`src/common/hpd_pkg.sv`:
```
// Package of constants and carrier types for the host port mode and cycle decode block.
//
// Contract
// [RULE_01] Select 00x gives 8080 parallel port.
// [RULE_02] Select 01x gives 6800 parallel port.
// [RULE_03] Select 100 three-wire SPI, 101 four-wire.
// [RULE_04] Select 11x gives IIC serial port.
// [RULE_05] Select low: status read, command write.
// [RULE_06] Select high: data read and write.
// [RULE_07] Chip select low addresses; high ignored.
// [RULE_08] 8080: read pin is active-low read.
// [RULE_09] 6800: read pin is active-high enable.
// [RULE_10] 8080: write pin is active-low write.
// [RULE_11] 6800: write pin high read, low write.
// [RULE_12] Wait high ready, low holds host.
// [RULE_13] Upper data byte is port A unless 16-bit.
// [RULE_14] Serial mode reuses lower byte as serial pins.
// [RULE_15] Serial mode: strobe pins read as bank B.
// [RULE_16] Parallel mode: select bit 0 is interrupt.
// [RULE_17] Interrupt output signals pending status.
// [RULE_18] Data bus bidirectional, sixteen bits wide.
// [RULE_19] Interrupt low while enabled condition pends.
// [RULE_20] Select pins latched at reset release.
`default_nettype none
package hpd_pkg;
  localparam int DATA_W = 16;
  localparam int BYTE_W = 8;
  localparam int SEL_W = 3;
  localparam int IRQ_W = 8;

  localparam logic [1:0] SEL_8080 = 2'h0;
  localparam logic [1:0] SEL_6800 = 2'h1;
  localparam logic [1:0] SEL_SPI = 2'h2;
  localparam logic [1:0] SEL_IIC = 2'h3;
  localparam int SEL_LOW_BIT = 0;

  // Serial pin positions on the lower data byte.
  localparam int SER_CLK_BIT = 7;
  localparam int SER_DIN_BIT = 6;
  localparam int SER_DIO_BIT = 5;
  localparam int SER_CS_BIT = 4;

  typedef enum logic [2:0] {
    HPD_M_8080 = 3'h0,
    HPD_M_6800 = 3'h1,
    HPD_M_SPI3 = 3'h3,
    HPD_M_SPI4 = 3'h2,
    HPD_M_IIC = 3'h6
  } hpd_mode_t;

  typedef enum logic [1:0] {
    HPD_IDLE = 2'h0,
    HPD_ACT = 2'h1,
    HPD_WAIT = 2'h3,
    HPD_DONE = 2'h2
  } hpd_state_t;

  typedef enum logic [1:0] {
    HPD_C_STATUS_RD = 2'h0,
    HPD_C_CMD_WR = 2'h1,
    HPD_C_DATA_RD = 2'h2,
    HPD_C_DATA_WR = 2'h3
  } hpd_cycle_t;

  typedef struct packed {
    logic cs_n;
    logic cmd_data_select;
    logic read_or_enable_pin;
    logic write_or_dir_pin;
  } hpd_ctl_t;

  typedef struct packed {
    logic valid;
    hpd_cycle_t kind;
    logic [DATA_W-1:0] data;
  } hpd_req_t;

  typedef struct packed {
    logic sclk;
    logic sdin;
    logic sdio_in;
    logic scs_n;
    logic [3:0] addr_sel;
  } hpd_ser_t;
endpackage
`default_nettype wire

```
`src/design/hpd_sync_reg.sv`:
```
// Plain register with reset value, used for the data bus value and output enable stages.
`default_nettype none
module hpd_sync_reg #(
  parameter int W = 1,
  parameter logic [W-1:0] RST_VAL = '0
) (
  input wire logic i_clk,
  input wire logic i_rst,
  input wire logic [W-1:0] i_d,
  output logic [W-1:0] o_q
);
  always_ff @(posedge i_clk or posedge i_rst) begin
    if (i_rst) begin
      o_q <= RST_VAL;
    end else begin
      o_q <= i_d;
    end
  end
endmodule
`default_nettype wire

```
`src/design/hpd_mode_latch.sv`:
```
// Latches the host interface select pins once after reset release.
`default_nettype none
module hpd_mode_latch
  import hpd_pkg::*;
(
  input wire logic i_clk,
  input wire logic i_rst,
  input wire logic [SEL_W-1:0] i_sel,
  output hpd_mode_t o_mode,
  output logic o_locked
);
  // ----------------------------------------------------------------
  // Mode capture
  // ----------------------------------------------------------------
  // The pins are caught on the first clock after release, never by the reset itself.
  always_ff @(posedge i_clk or posedge i_rst) begin
    if (i_rst) begin
      o_mode <= HPD_M_8080;
      o_locked <= 1'b0;
    end else if (!o_locked) begin
      o_locked <= 1'b1;
      // [RULE_20] one-time capture
      case (i_sel[SEL_W-1 -: 2])
        // [RULE_01] 8080 decode
        SEL_8080: o_mode <= HPD_M_8080;
        // [RULE_02] 6800 decode
        SEL_6800: o_mode <= HPD_M_6800;
        // [RULE_03] SPI decode
        SEL_SPI: o_mode <= i_sel[SEL_LOW_BIT] ? HPD_M_SPI4 : HPD_M_SPI3;
        // [RULE_04] IIC decode
        SEL_IIC: o_mode <= HPD_M_IIC;
        default: o_mode <= HPD_M_8080;
      endcase
    end
  end
endmodule
`default_nettype wire

```
`src/design/hpd_host_port.sv`:
```
// Top of the host port: mode select, cycle decode, wait, interrupt and pin reuse.
`default_nettype none
module hpd_host_port
  import hpd_pkg::*;
(
  input wire logic i_clk,
  input wire logic i_rst,
  input wire logic [SEL_W-1:0] i_host_if_select,
  input wire logic i_bus16,
  input wire logic i_host_chip_sel_n,
  input wire logic i_cmd_data_select,
  input wire logic i_read_or_enable_pin,
  input wire logic i_write_or_dir_pin,
  input wire logic [DATA_W-1:0] i_host_data_bus,
  output logic [DATA_W-1:0] o_host_data_bus,
  output logic [DATA_W-1:0] o_host_data_bus_oe_n,
  output logic o_host_wait_n,
  output logic o_host_irq_n,
  input wire logic i_core_ready,
  input wire logic [DATA_W-1:0] i_status,
  input wire logic [DATA_W-1:0] i_rd_data,
  output hpd_req_t o_req,
  input wire logic [IRQ_W-1:0] i_irq_pending,
  input wire logic [IRQ_W-1:0] i_irq_enable,
  output logic o_ext_irq,
  input wire logic [BYTE_W-1:0] i_port_a_out,
  input wire logic [BYTE_W-1:0] i_port_a_dir,
  output logic [BYTE_W-1:0] o_port_a_in,
  output logic [2:0] o_input_bank_b,
  output hpd_ser_t o_serial,
  input wire logic i_serial_dout,
  input wire logic i_serial_dout_oe_n,
  output hpd_mode_t o_mode,
  output logic o_mode_valid
);
  hpd_mode_t mode;
  logic locked;
  logic parallel;
  logic serial;
  logic rd_act;
  logic wr_act;
  logic cyc_act;
  hpd_state_t state;
  hpd_state_t next_state;
  hpd_ctl_t ctl;
  logic cyc_read;
  logic [DATA_W-1:0] drive_data;
  logic [DATA_W-1:0] next_oe_n;
  logic [DATA_W-1:0] next_dout;
  logic next_irq_n;
  logic [DATA_W-1:0] out_q;
  logic [DATA_W-1:0] oe_q;

  hpd_mode_latch u_mode (
    .i_clk(i_clk),
    .i_rst(i_rst),
    .i_sel(i_host_if_select),
    .o_mode(mode),
    .o_locked(locked)
  );

  assign parallel = locked && (mode == HPD_M_8080 || mode == HPD_M_6800);
  assign serial = locked && !parallel;
  assign ctl = '{cs_n: i_host_chip_sel_n, cmd_data_select: i_cmd_data_select,
                 read_or_enable_pin: i_read_or_enable_pin,
                 write_or_dir_pin: i_write_or_dir_pin};

  // ----------------------------------------------------------------
  // Strobe decode
  // ----------------------------------------------------------------
  always_comb begin
    rd_act = 1'b0;
    wr_act = 1'b0;
    if (parallel && !ctl.cs_n) begin
      if (mode == HPD_M_8080) begin
        // [RULE_08] active-low read
        rd_act = !ctl.read_or_enable_pin;
        // [RULE_10] active-low write
        wr_act = !ctl.write_or_dir_pin;
      end else begin
        // [RULE_09] enable qualifies
        // [RULE_11] direction select
        rd_act = ctl.read_or_enable_pin && ctl.write_or_dir_pin;
        wr_act = ctl.read_or_enable_pin && !ctl.write_or_dir_pin;
      end
    end
  end
  // [RULE_07] chip select gating
  assign cyc_act = rd_act || wr_act;

  // ----------------------------------------------------------------
  // Cycle state machine
  // ----------------------------------------------------------------
  // A transfer is issued once per strobe; the state holds until the strobe ends.
  always_comb begin
    next_state = state;
    case (state)
      HPD_IDLE: begin
        if (cyc_act) begin
          next_state = i_core_ready ? HPD_ACT : HPD_WAIT;
        end
      end
      HPD_WAIT: begin
        if (!cyc_act) begin
          next_state = HPD_IDLE;
        end else if (i_core_ready) begin
          next_state = HPD_ACT;
        end
      end
      HPD_ACT: next_state = HPD_DONE;
      HPD_DONE: begin
        if (!cyc_act) begin
          next_state = HPD_IDLE;
        end
      end
      default: next_state = HPD_IDLE;
    endcase
  end

  always_ff @(posedge i_clk or posedge i_rst) begin
    if (i_rst) begin
      state <= HPD_IDLE;
      cyc_read <= 1'b0;
    end else begin
      state <= next_state;
      if (state == HPD_IDLE && cyc_act) begin
        cyc_read <= rd_act;
      end
    end
  end

  // ----------------------------------------------------------------
  // Request to the core
  // ----------------------------------------------------------------
  always_ff @(posedge i_clk or posedge i_rst) begin
    if (i_rst) begin
      o_req <= '0;
    end else begin
      o_req.valid <= (next_state == HPD_ACT);
      if (next_state == HPD_ACT) begin
        // [RULE_05] status or command
        // [RULE_06] data access
        case ({ctl.cmd_data_select, rd_act})
          2'b01: o_req.kind <= HPD_C_STATUS_RD;
          2'b00: o_req.kind <= HPD_C_CMD_WR;
          2'b11: o_req.kind <= HPD_C_DATA_RD;
          default: o_req.kind <= HPD_C_DATA_WR;
        endcase
        o_req.data <= i_bus16 ? i_host_data_bus
                              : {{BYTE_W{1'b0}}, i_host_data_bus[BYTE_W-1:0]};
      end
    end
  end

  // ----------------------------------------------------------------
  // Wait output
  // ----------------------------------------------------------------
  // Wait drops on the clock edge after a strobe meets a busy core, and rises on the edge that issues the access.
  always_ff @(posedge i_clk or posedge i_rst) begin
    if (i_rst) begin
      o_host_wait_n <= 1'b1;
    end else begin
      // [RULE_12] hold host off
      o_host_wait_n <= !(next_state == HPD_WAIT);
    end
  end

  // ----------------------------------------------------------------
  // Data bus drive and pin reuse
  // ----------------------------------------------------------------
  assign drive_data = ctl.cmd_data_select ? i_rd_data : i_status;

  always_comb begin
    next_oe_n = '1;
    next_dout = '0;
    // [RULE_18] bidirectional bus
    // On the edge that leaves idle the registered direction still belongs to the last cycle.
    if (parallel && (state == HPD_IDLE ? rd_act : cyc_read) &&
        (next_state == HPD_ACT || next_state == HPD_DONE)) begin
      next_oe_n[BYTE_W-1:0] = '0;
      next_dout[BYTE_W-1:0] = drive_data[BYTE_W-1:0];
      if (i_bus16) begin
        next_oe_n[DATA_W-1:BYTE_W] = '0;
        next_dout[DATA_W-1:BYTE_W] = drive_data[DATA_W-1:BYTE_W];
      end
    end
    // [RULE_13] upper byte as port A
    if (locked && !(parallel && i_bus16)) begin
      next_oe_n[DATA_W-1:BYTE_W] = ~i_port_a_dir;
      next_dout[DATA_W-1:BYTE_W] = i_port_a_out;
    end
    // [RULE_14] serial data out pin
    if (serial) begin
      next_oe_n[SER_DIO_BIT] = i_serial_dout_oe_n;
      next_dout[SER_DIO_BIT] = i_serial_dout;
    end
  end

  hpd_sync_reg #(.W(DATA_W), .RST_VAL('0)) u_dout (
    .i_clk(i_clk),
    .i_rst(i_rst),
    .i_d(next_dout),
    .o_q(out_q)
  );

  hpd_sync_reg #(.W(DATA_W), .RST_VAL('1)) u_oe (
    .i_clk(i_clk),
    .i_rst(i_rst),
    .i_d(next_oe_n),
    .o_q(oe_q)
  );

  assign o_host_data_bus = out_q;
  assign o_host_data_bus_oe_n = oe_q;

  always_ff @(posedge i_clk or posedge i_rst) begin
    if (i_rst) begin
      o_port_a_in <= '0;
      o_input_bank_b <= '0;
      o_serial <= '0;
    end else begin
      if (locked && !(parallel && i_bus16)) begin
        o_port_a_in <= i_host_data_bus[DATA_W-1:BYTE_W];
      end
      if (serial) begin
        // [RULE_15] strobe pins as bank B
        o_input_bank_b <= {ctl.write_or_dir_pin, ctl.read_or_enable_pin, ctl.cs_n};
        // [RULE_14] serial pin map
        o_serial <= '{sclk: i_host_data_bus[SER_CLK_BIT],
                      sdin: i_host_data_bus[SER_DIN_BIT],
                      sdio_in: i_host_data_bus[SER_DIO_BIT],
                      scs_n: i_host_data_bus[SER_CS_BIT],
                      addr_sel: i_host_data_bus[3:0]};
      end
    end
  end

  // ----------------------------------------------------------------
  // Interrupts
  // ----------------------------------------------------------------
  // [RULE_19] low while enabled pends
  // [RULE_17] interrupt to host
  assign next_irq_n = ~|(i_irq_pending & i_irq_enable);

  always_ff @(posedge i_clk or posedge i_rst) begin
    if (i_rst) begin
      o_host_irq_n <= 1'b1;
      o_ext_irq <= 1'b0;
      o_mode <= HPD_M_8080;
      o_mode_valid <= 1'b0;
    end else begin
      o_host_irq_n <= next_irq_n;
      // [RULE_16] select bit 0 as interrupt
      o_ext_irq <= parallel && i_host_if_select[SEL_LOW_BIT];
      o_mode <= mode;
      o_mode_valid <= locked;
    end
  end
endmodule
`default_nettype wire

```
`config.mk`:
```
export PLATFORM = sky130hd
export DESIGN_NAME = hpd_host_port
export DESIGN_NICKNAME = d
export VERILOG_FILES = /design/src/common/hpd_pkg.sv /design/src/design/hpd_sync_reg.sv /design/src/design/hpd_mode_latch.sv /design/src/design/hpd_host_port.sv
export SDC_FILE = /design/constraint.sdc
export NUM_CORES = 1
export LEC_CHECK = 0
export BUFFER_PORTS_ARGS = -buffer_cell sky130_fd_sc_hd__buf_2
export CELL_PAD_IN_SITES_DETAIL_PLACEMENT = 1
export CELL_PAD_IN_SITES_GLOBAL_PLACEMENT = 2
export CORE_ASPECT_RATIO = 0.6
export CORE_UTILIZATION = 29
export DETAILED_ROUTE_END_ITERATION = 12
export HOLD_SLACK_MARGIN = 0.1
export PLACE_DENSITY_LB_ADDON = 0.1
export SLEW_MARGIN = 40
export SYNTH_ARGS = -nofsm -noshare
export SYNTH_HDL_FRONTEND = slang
export SYNTH_SLANG_ARGS = --single-unit
```
`constraint.sdc`:
```
create_clock -name i_clk -period 4.6 [get_ports i_clk]
set_input_delay 0.69 -clock i_clk [delete_from_list [all_inputs] [get_ports i_clk]]
set_output_delay 0.69 -clock i_clk [all_outputs]
set_load 0.1 [all_outputs]
```
==> key figures, run 1 <==
Run status
  • Status: complete, no violations

STA
  • Final hold viol count: 0
  • Final TNS setup: 0 ns
  • Final min period: 3.32 ns
  • Slew margin rel.: 54.3%
  • Final Setup Violations: 0
  • Fmax: 301 MHz
  • Max Slew Vio Count: 0
  • Worst Skew: 0.00524 ns
  • RSZ-0062 raised after global routing: no
  • Crit share post-route: 72.2%
  • Worst-Margin Slew: 0.676 ns

Clock tree
  • H-tree levels: 3
  • Worst skew pair latency: 0.33 ns
  • Clock Pin Slew Worst Setup and Hold Paths: 0.06 ns
  • # clock sinks: 78
  • Post-CTS Setup Bufs: 0
  • Num CTS Buffers: 9
  • CTS max path bufs: 2
  • Clock root buffer: clkbuf_16
  • CTS Hold Bufs: 0
  • CTS tree: done
  • CTS resizes: 0

Detailed routing
  • Antenna-violating nets left: 0
  • Routed len/inst: 15.8 um
  • 1st-iter DRT viols: 65
  • First-pass DRT Iterations: 4
  • DR vias/cell: 4.50
  • DRC Markers: 0
  • Final WL: 8.74 mm
  • DR vias: 2489

Synthesis
  • Ys flop type: dfrtp_1
  • Syn nets: 338
  • Synth Instances: 243
  • Syn Area/Cell: 13.3 um^2
  • Netlist cell types: 36
  • Post-synth design cell area: 0.00322 mm^2
  • Ys async rst share: 100%
  • Sequential-to-total area share from yosys stat: 61.1%
  • Post-synth EDFFs: 0
  • Seq cells post-synth: 78
  • Yosys warning count: 0

Pwr
  • P_int: 1.42 mW
  • Final Power: 2.69 mW
  • Psw: 1.27 mW
  • P_leak: 2.23 nW
  • IR Drop Worst-Case VDD: 0.360 mV
  • Sw Ratio: 47.1%
  • Sequential Power Share: 31.8%
  • Clock share of power: 26.5%
  • Comb pwr share: 41.8%
  • Pwr dens: 601 mW/mm^2

Die
  • Die area: 0.0115 mm^2
  • Initial Utilization: 30.2%
  • Core Rows: 29
  • DIE WIDTH: 138 um
  • Core ar.: 0.0107 mm^2
  • Die Y-Extent: 83.6 um
  • I/O pin cnt: 170

Place
  • GP Congestion: 0.698
  • Dpl cells: 537
  • PortBufs: 169
  • Placed Area: 0.00418 mm^2
  • Hpwl dp: 6.46 mm

Critical path
  • Worst EP required: 4.86 ns
  • CP arrival: 3.59 ns
  • RR Endpoint: u_dout.o_q[9]
  • Crit path cell chain: nor4b_1 -> o211a_1 -> nor3b_1 -> ha_1 -> or4_4 -> o32ai_4 -> buf_4 -> a32o_1
  • Cell family with most CP delay: simple AND/OR/NAND/NOR gates
  • Reg2Reg Launch Point: u_mode.o_locked
  • Worst path slowest cell: nor4b_1
  • Worst r2r path cells: 8
  • Crit Path Max Fanout: 26
  • Crit-path max cell delay: 0.61 ns
  • CP Class: reg -> reg
  • Critical path launch point type: flop
  • R2R Setup Slk: 1.28 ns
  • WP buf/inv: 1
  • Worst setup startpoint: u_mode.o_locked
  • Critical path capture point type: flop

Global route
  • Total Routing Usage GR: 16.3%
  • Initial antenna violation count: 0
  • First-pass GRT wire length: 14.6 mm
  • Largest net degree at the start of global routing: 52
  • Vias in the first global route: 2736
  • Grt total ovfl: 0

Cells and area
  • Diodes inserted: 0
  • Layout cells sized above 1: 60.6%
  • Post-Layout Cell Count: 553
  • Area grow syn2layout: 39.2%
  • Filler Cells Inserted: 1192
  • Multi-input combinational cell area: 0.00110 mm^2
  • Final #Nets: 504
  • Storage element area: 0.00197 mm^2
  • Design Area, Final: 0.00448 mm^2

Worst hold path
  • HP Class: in -> async

Flow run
  • MaxCap Viol Count: 0
==> stage by stage <==
step | hold WS, ns | utilization (%) | setup slack (ns)
after global placement | 0.484 | 39.2 | 1.15
after detailed placement | 0.490 | 39.2 | 0.982
after floorplan | 0.353 | - | 1.51
after global routing | 0.400 | 42.0 | 1.00
final | 0.372 | 42.0 | 1.28
after CTS | 0.389 | 42.0 | 1.24
==> power by group through the flow <==
| stage | registers, mW | clock network, mW | logic (mW) |
|---|---|---|---|
| 6_report | 0.856 | 0.712 | 1.12 |
| 5_1_grt | 0.873 | 0.763 | 1.17 |
| 4_1_cts | 0.857 | 0.736 | 1.13 |
| 3_5_place_dp | 0.867 | 0 | 1.13 |
| 3_3_place_gp | 0.862 | 0 | 1.13 |
| 2_1_floorplan | 1.63 | 0 | 0.156 |
==> area by class of cell <==
cell class,count,share of cell area (%)
Clock buffer,11,5.42
Sequential cell,78,43.9
Inverter,12,1.12
Clock inverter,5,1.31
Timing Repair Buffer,175,19.9
Multi-Input combinational cell,133,24.5
Tap cell,139,3.88
==> cells in the mapped netlist (2+ instances only) <==
cell type	instances	share of area, %
nand2_1	12	1.4
ha_1	2	0.78
a21oi_1	3	0.47
clkbuf_1	7	0.82
nand2b_1	2	0.39
nor3b_1	2	0.47
nor2b_1	2	0.39
buf_4	7	1.6
dfstp_2	12	9.8
a31oi_1	2	0.39
o21ai_0	12	1.9
a32o_1	9	2.8
inv_1	12	1.4
a22oi_1	12	2.8
mux2_2	45	16
nor2_1	7	0.82
and2_1	3	0.58
dfrtp_1	66	51
and3_1	7	1.4
buf_2	3	0.47
==> flip-flops by register name (all words and copies together), names as in the netlist <==
name / cells
cyc_read: 1
o_ext_irq: 1
state: 2
o_req: 19
u_dout.o_q: 16
o_port_a_in: 8
o_host_irq_n: 1
u_mode.o_locked: 1
o_mode: 3
u_mode.o_mode: 3
o_input_bank_b: 3
o_mode_valid: 1
o_host_wait_n: 1
u_oe.o_q: 10
o_serial: 8
==> per-layer routing <==
layer	up-vias	GRT usage, %	part of all wire (%)
met2	92	24.4	44
met3	8	6.83	7.4
met4	0	5.09	1.1
met1	1203	21.4	47
met5	-	0	0
li1	1186	-	-
==> layout by cell type, fill, tap and decap left out, types with 2 or more instances in the layout <==
cell        instances
buf_2             169
dfrtp_1            66
mux2_2             45
nand2_1            12
a22oi_1            12
dfstp_2            12
o21ai_0            11
inv_1              11
a32o_1              9
clkbuf_16           9
nor2_1              7
and3_1              7
buf_4               6
a21oi_1             3
and2_1              3
nand2b_1            2
a31oi_1             2
nor2b_1             2
nor3b_1             2
clkinv_4            2
ha_1                2
clkinvlp_4          2
==> logic make-up after synthesis <==
| family | count (synthesis) | synth area share, % |
|---|---|---|
| flip-flops | 78 | 61.1 |
| multiplexers | 46 | 16.0 |
| AO/OA/AOI/OAI | 44 | 10.5 |
| AND/OR/NAND/NOR | 40 | 6.60 |
| buffers and inverters | 32 | 4.93 |
| adder cells (fa/ha/maj) | 2 | 0.777 |
| other | 1 | 0.116 |
==> how the worst max path moves through the flow <==
stage | cells after the start | to | slack [ns]
after floorplan | 8 | u_oe.o_q[10] | 1.51
after global placement | 9 | u_dout.o_q[13] | 1.15
after detailed placement | 9 | u_dout.o_q[9] | 0.98
after CTS | 8 | u_dout.o_q[9] | 1.24
after global routing | 8 | u_dout.o_q[14] | 1.00
final | 8 | u_dout.o_q[9] | 1.28
Note: power is estimated with default switching activity, not from simulation.
==> inputs of run 2 (changes only) <==
--- a/config.mk
+++ b/config.mk
@@ -9,7 +9,7 @@
 export CELL_PAD_IN_SITES_DETAIL_PLACEMENT = 1
 export CELL_PAD_IN_SITES_GLOBAL_PLACEMENT = 2
 export CORE_ASPECT_RATIO = 0.6
-export CORE_UTILIZATION = 29
+export CORE_UTILIZATION = 24
 export DETAILED_ROUTE_END_ITERATION = 12
 export HOLD_SLACK_MARGIN = 0.1
 export PLACE_DENSITY_LB_ADDON = 0.1
==> constraint.sdc (replaced) <==
create_clock -name i_clk -period 3 [get_ports i_clk]
set_input_delay 0.45 -clock i_clk [delete_from_list [all_inputs] [get_ports i_clk]]
set_output_delay 0.45 -clock i_clk [all_outputs]
set_load 0.1 [all_outputs]
==> run 2 against run 1 <==
Against the previous run:
- register-to-register slack lost 1.0 ns
- critical path type unchanged
- highest routed layer unchanged
- non-clock buffer count rose by 6
- global-route usage down 2.6 points
- setup slack got worse by 1.0 ns
- combinational power is 55% higher
- critical endpoint is now u_dout.o_q[5]
- flip-flop and latch count stayed put
- largest power group unchanged
- sequential share of layout area is 0.90 points lower
==> key figures, run 2 (synthesized netlist as in run 1, its figures left out) <==
Critical path
  • RR Endpoint: u_dout.o_q[5]
  • CP arrival: 3.04 ns (-0.55 ns)
  • Reg2Reg Launch Point: u_mode.o_mode[2]
  • Critical path capture point type: flop
  • Crit path cell chain: nor4b_2 -> o211a_1 -> nor3b_1 -> ha_1 -> or4_4 -> o32ai_4 -> buf_12 -> a32o_1
  • Worst path slowest cell: or4_4
  • CP Class: reg -> reg
  • Cell family with most CP delay: simple AND/OR/NAND/NOR gates
  • Worst EP required: 3.27 ns (-1.59 ns)
  • WP buf/inv: 1 (unchanged)
  • CP Depth: 8 (unchanged)
  • Worst setup startpoint: u_mode.o_mode[2]
  • Crit path capture: u_dout.o_q[5]
  • R2R Setup Slk: 0.23 ns (-1.05 ns)
  • Critical path launch point type: flop
  • Crit Path Max Fanout: 26 (unchanged)
  • Worst r2r path cells: 8 (unchanged)
  • Crit-path max cell delay: 0.43 ns (-0.18 ns)

Clock tree
  • Clock root buffer: clkbuf_16
  • Post-CTS Setup Bufs: 0 (unchanged)
  • CTS tree: done
  • H-tree levels: 3 (unchanged)
  • CTS max path bufs: 2 (unchanged)
  • Num CTS Buffers: 9 (unchanged)
  • # clock sinks: 78 (unchanged)
  • CTS Hold Bufs: 0 (unchanged)
  • Clock Pin Slew Worst Setup and Hold Paths: 0.06 ns (about the same)
  • Worst skew pair latency: 0.33 ns (about the same)
  • CTS resizes: 0 (unchanged)

Die
  • DIE WIDTH: 152 um (+9.8%)
  • Initial Utilization: 24.8% (-5.4 points)
  • I/O pin cnt: 170 (unchanged)
  • Core Rows: 32 (+10%)
  • Die area: 0.0139 mm^2 (+20%)
  • Die Y-Extent: 91.7 um (+9.7%)
  • Core ar.: 0.0130 mm^2 (+22%)

Global route
  • Grt total ovfl: 0 (unchanged)
  • GRT busiest layer: met2
  • Vias in the first global route: 2667 (-2.5%)
  • Met2 Resource Use GR: 19.6% (-4.7 points)
  • M3 GR Usage: 5.07% (-1.8 points)
  • Met1 Use GR: 19.0% (-2.5 points)
  • Largest net degree at the start of global routing: 42 (-19%)
  • Initial antenna violation count: 0 (unchanged)
  • Total Routing Usage GR: 13.8% (-2.6 points)
  • First-pass GRT wire length: 14.2 mm (-2.8%)

Pwr
  • Pwr dens: 893 mW/mm^2 (+49%)
  • Comb pwr share: 42.6% (+0.8 points)
  • Clock share of power: 25.4% (-1.1 points)
  • Psw: 1.99 mW (+57%)
  • P_leak: 2.27 nW (+1.6%)
  • IR Drop Worst-Case VDD: 0.333 mV (-7.4%)
  • P_int: 2.10 mW (+47%)
  • Sw Ratio: 48.7% (+1.6 points)
  • Sequential Power Share: 32.0% (+0.2 points)

STA
  • Hold WS: 0.200 ns (-0.172 ns)
  • Max Slew Vio Count: 0 (unchanged)
  • Final Setup Violations: 0 (unchanged)
  • RSZ-0062 raised after global routing: no
  • Final hold viol count: 0 (unchanged)
  • Crit share post-route: 92.3% (+20 points)
  • Worst-Margin Slew: 0.695 ns (+0.0184 ns)
  • Fmax: 361 MHz (+20%)
  • Final TNS setup: 0 ns (unchanged)
  • Worst Skew: 0.00433 ns (-0.000911 ns)
  • Slew margin rel.: 53.4% (-0.86 points)
  • Final min period: 2.77 ns (-0.554 ns)

Cells and area
  • Multi-input combinational cell area: 0.00110 mm^2 (+0.57%)
  • Post-Layout Cell Count: 590 (+6.7%)
  • Filler Cells Inserted: 1469 (+23%)
  • Commonest cells after routing, fill and taps aside: buf_2, dfrtp_1, mux2_2
  • Reg with most FFs: o_req
  • Design Area, Final: 0.00458 mm^2 (+2.1%)
  • Most common cell after layout, fill and taps aside: buf_2
  • Final #Nets: 510 (+1.2%)
  • Layout cells sized above 1: 61.7% (+1.0 points)
  • Storage element area: 0.00197 mm^2 (unchanged)
  • Max reg flops: 19 (unchanged)
  • Area grow syn2layout: 42.1%
  • Regs by FF count: o_req: 19 flops, u_dout.o_q: 16 flops, u_oe.o_q: 10 flops
  • Diodes inserted: 0 (unchanged)

Worst hold path
  • HP Class: in -> async

Detailed routing
  • First-pass DRT Iterations: 4 (unchanged)
  • DRC Markers: 0 (unchanged)
  • Routed len/inst: 15.7 um (-0.89%)
  • Antenna-violating nets left: 0 (unchanged)
  • DR vias: 2527 (+1.5%)
  • 1st-iter DRT viols: 68 (+4.6%)
  • Final WL: 9.24 mm (+5.7%)
  • DR vias/cell: 4.28 (-4.8%)

Place
  • PortBufs: 169 (unchanged)
  • Hpwl dp: 6.90 mm (+6.8%)
  • GP Congestion: 0.717 (+2.7%)
  • Dpl cells: 574 (+6.9%)
  • Placed Area: 0.00429 mm^2 (+2.5%)

Run status
  • Status: complete, no violations

Flow run
  • MaxCap Viol Count: 0 (unchanged)
-- run 2: power by group through the flow --
stage / Combinational [mW] / Sequential (mW) / Clock [mW]
6_report: 1.74 / 1.31 / 1.04
5_1_grt: 1.81 / 1.33 / 1.13
3_3_place_gp: 1.75 / 1.32 / 0
3_5_place_dp: 1.76 / 1.33 / 0
2_1_floorplan: 0.239 / 2.51 / 0
4_1_cts: 1.76 / 1.31 / 1.08
-- run 2: worst min path at each step --
stage / slack, ns / cells past startpoint / endpoint / startpoint
global placement: 0.48 / 1 / o_serial[6] / o_serial[6]
global route: 0.24 / 2 / o_serial[3] / i_rst
detailed placement: 0.49 / 1 / o_port_a_in[0] / o_port_a_in[0]
floorplan: 0.35 / 0 / o_mode_valid / u_mode.o_locked
finish: 0.20 / 2 / o_req[6] / i_rst
CTS: 0.21 / 2 / o_serial[6] / i_rst
-- run 2: layout make-up --
class                   instances  area share [%]
flip-flops and latches         78            43.0
multi-input cells             133            24.1
repair buffers                181            21.0
clock buffers                   9            4.92
well taps                     170            4.65
clock inverters                 7            1.29
inverters                      12            1.01
-- run 2: stage by stage --
stage          util (%)  total power, mW  setup WS [ns]
3_3_place_gp       33.0             3.07          0.110
4_1_cts            35.2             4.15          0.129
6_report           35.3             4.08          0.230
3_5_place_dp       33.0             3.08        -0.0212
2_1_floorplan         -             2.74          0.129
5_1_grt            35.3             4.27          0.113
-- run 2: metal layers --
layer / up-vias / share of wire (%)
met5: - / 0
met4: 0 / 1.3
met3: 13 / 8.2
met2: 87 / 43
met1: 1223 / 48
li1: 1204 / -
==> inputs of run 3 (changes only) <==
--- a/config.mk
+++ b/config.mk
@@ -12,7 +12,7 @@
 export CORE_UTILIZATION = 24
 export DETAILED_ROUTE_END_ITERATION = 12
 export HOLD_SLACK_MARGIN = 0.1
-export PLACE_DENSITY_LB_ADDON = 0.1
+export PLACE_DENSITY = 0.85
 export SLEW_MARGIN = 40
 export SYNTH_ARGS = -nofsm -noshare
 export SYNTH_HDL_FRONTEND = slang
==> run 3 against run 2 <==
Against the previous run:
- setup slack worse by 0.032 ns
- clock power grew 7%
- hold slack got worse by 0.047 ns
- wire length rose by 4.3%
- cell count did not move
- via count increased by 2.9%
- global-route usage rose by 0.41 points
- sequential power about the same
- register-to-register slack worse by 0.03 ns
- largest cell class unchanged
- largest power group unchanged
- highest routed layer unchanged
==> key figures, run 3 (synthesized netlist as in run 1, its figures left out) <==
Clock tree
  • Num CTS Buffers: 9 (unchanged)
  • # clock sinks: 78 (unchanged)
  • CTS resizes: 0 (unchanged)
  • CTS tree: done
  • Worst skew pair latency: 0.33 ns (about the same)
  • CTS Hold Bufs: 0 (unchanged)
  • Clock Pin Slew Worst Setup and Hold Paths: 0.06 ns (about the same)
  • Post-CTS Setup Bufs: 0 (unchanged)
  • CTS max path bufs: 2 (unchanged)
  • H-tree levels: 3 (unchanged)
  • Clock root buffer: clkbuf_16

Critical path
  • RR Endpoint: u_dout.o_q[10]
  • Crit Path Max Fanout: 26 (unchanged)
  • CP arrival: 3.06 ns (+0.02 ns)
  • Critical path launch point type: flop
  • Reg2Reg Launch Point: u_mode.o_mode[2]
  • Worst r2r path cells: 8 (unchanged)
  • Critical path capture point type: flop
  • R2R Setup Slk: 0.20 ns (-0.03 ns)
  • CP Class: reg -> reg
  • Worst EP required: 3.26 ns (about the same)
  • Worst setup startpoint: u_mode.o_mode[2]

Run status
  • Status: complete, no violations

Cells and area
  • Most common cell after layout, fill and taps aside: buf_2
  • Filler Cells Inserted: 1432 (-2.5%)
  • Commonest cells after routing, fill and taps aside: buf_2, dfrtp_1, mux2_2
  • Diodes inserted: 0 (unchanged)
  • Layout cells sized above 1: 61.4% (-0.24 points)
  • Reg with most FFs: o_req
  • Post-Layout Cell Count: 590 (unchanged)
  • Final #Nets: 510 (unchanged)
  • Core Util, Final: 35.3% (+0.068 points)
  • Area grow syn2layout: 42.3%
  • Design Area, Final: 0.00458 mm^2 (+0.19%)
  • Max reg flops: 19 (unchanged)
  • Regs by FF count: o_req: 19 flops, u_dout.o_q: 16 flops, u_oe.o_q: 10 flops

STA
  • Slew margin rel.: 57.3% (+3.9 points)
  • Final TNS setup: 0 ns (unchanged)
  • Crit share post-route: 93.4% (+1.1 points)
  • Fmax: 357 MHz (-1.1%)
  • Hold WS: 0.153 ns (-0.0468 ns)
  • Worst Skew: 0.00930 ns (+0.00497 ns)
  • Final Setup Violations: 0 (unchanged)
  • Final min period: 2.80 ns (+0.0318 ns)
  • Worst-Margin Slew: 0.641 ns (-0.0537 ns)
  • Max Slew Vio Count: 0 (unchanged)
  • Final hold viol count: 0 (unchanged)
  • Worst setup margin: 0.199 ns (-0.0318 ns)
  • RSZ-0062 raised after global routing: no

Die
  • Core ar.: 0.0130 mm^2 (unchanged)
  • Die area: 0.0139 mm^2 (unchanged)
  • I/O pin cnt: 170 (unchanged)
  • Die Y-Extent: 91.7 um (unchanged)
  • Core Rows: 32 (unchanged)
  • Initial Utilization: 24.8% (unchanged)
  • DIE WIDTH: 152 um (unchanged)

Pwr
  • P_leak: 2.27 nW (about the same)
  • IR Drop Worst-Case VDD: 0.434 mV (+30%)
  • Pwr dens: 909 mW/mm^2 (+1.8%)
  • Final Power: 4.17 mW (+2.0%)

Detailed routing
  • Final WL: 9.64 mm (+4.3%)
  • DRC Markers: 0 (unchanged)
  • DR vias/cell: 4.41 (+2.9%)
  • Routed len/inst: 16.3 um (+4.3%)
  • 1st-iter DRT viols: 73 (+7.4%)
  • Antenna-violating nets left: 0 (unchanged)
  • First-pass DRT Iterations: 4 (unchanged)
  • DR vias: 2601 (+2.9%)

Global route
  • First-pass GRT wire length: 14.9 mm (+5.0%)
  • Total Routing Usage GR: 14.2% (+0.41 points)
  • Vias in the first global route: 2821 (+5.8%)
  • Initial antenna violation count: 0 (unchanged)
  • Largest net degree at the start of global routing: 57 (+36%)
  • Grt total ovfl: 0 (unchanged)

Worst hold path
  • HP Class: in -> async

Place
  • Placed Area: 0.00428 mm^2 (-0.20%)
  • PortBufs: 169 (unchanged)
  • Hpwl dp: 7.42 mm (+7.6%)
  • GP Congestion: 0.700 (-2.4%)
  • Dpl cells: 574 (unchanged)
  • Setup WS pre-CTS: 0.0623 ns (+0.0835 ns)

Flow run
  • MaxCap Viol Count: 0 (unchanged)
[run 3: worst max-delay path: stages, from the launching register on]
cell	delay, ns
dfrtp_1	0.45
nor4b_2	0.35
o211a_1	0.23
nor3b_1	0.31
ha_1	0.31
or4_4	0.43
o32ai_4	0.25
buf_12	0.20
a32o_1	0.19
[run 3: final cells by class]
cell class | instances | area, um^2 | area share [%]
Sequential cell | 78 | 1970 | 42.9
Multi-Input combinational cell | 133 | 1100 | 24.1
Timing Repair Buffer | 181 | 948 | 20.7
Clock buffer | 11 | 243 | 5.29
Tap cell | 170 | 213 | 4.64
Clock inverter | 5 | 58.8 | 1.28
Inverter | 12 | 50.0 | 1.09
[run 3: worst max-delay path by stage]
stage and to:
3_3_place_gp u_dout.o_q[5], 5_1_grt u_dout.o_q[15], 2_1_floorplan u_oe.o_q[10], 4_1_cts u_dout.o_q[10], 6_report u_dout.o_q[10], 3_5_place_dp u_dout.o_q[10]
[run 3: where the power goes]
| group | internal, mW | leakage (nW) | switching (mW) |
|---|---|---|---|
| sequential | 1.23 | 0.949 | 0.0894 |
| combinational | 0.298 | 1.18 | 1.45 |
| clock | 0.669 | 0.142 | 0.438 |
| total | 2.19 | 2.27 | 1.97 |
[run 3: layer usage]
layer / vias to the layer above / routed length (um) / GRT usage, %
li1: 1199 / - / -
met1: 1296 / 4170 / 17.4
met2: 96 / 4720 / 23.9
met3: 10 / 670 / 4.48
met4: 0 / 77 / 3.71
met5: - / 0 / 0
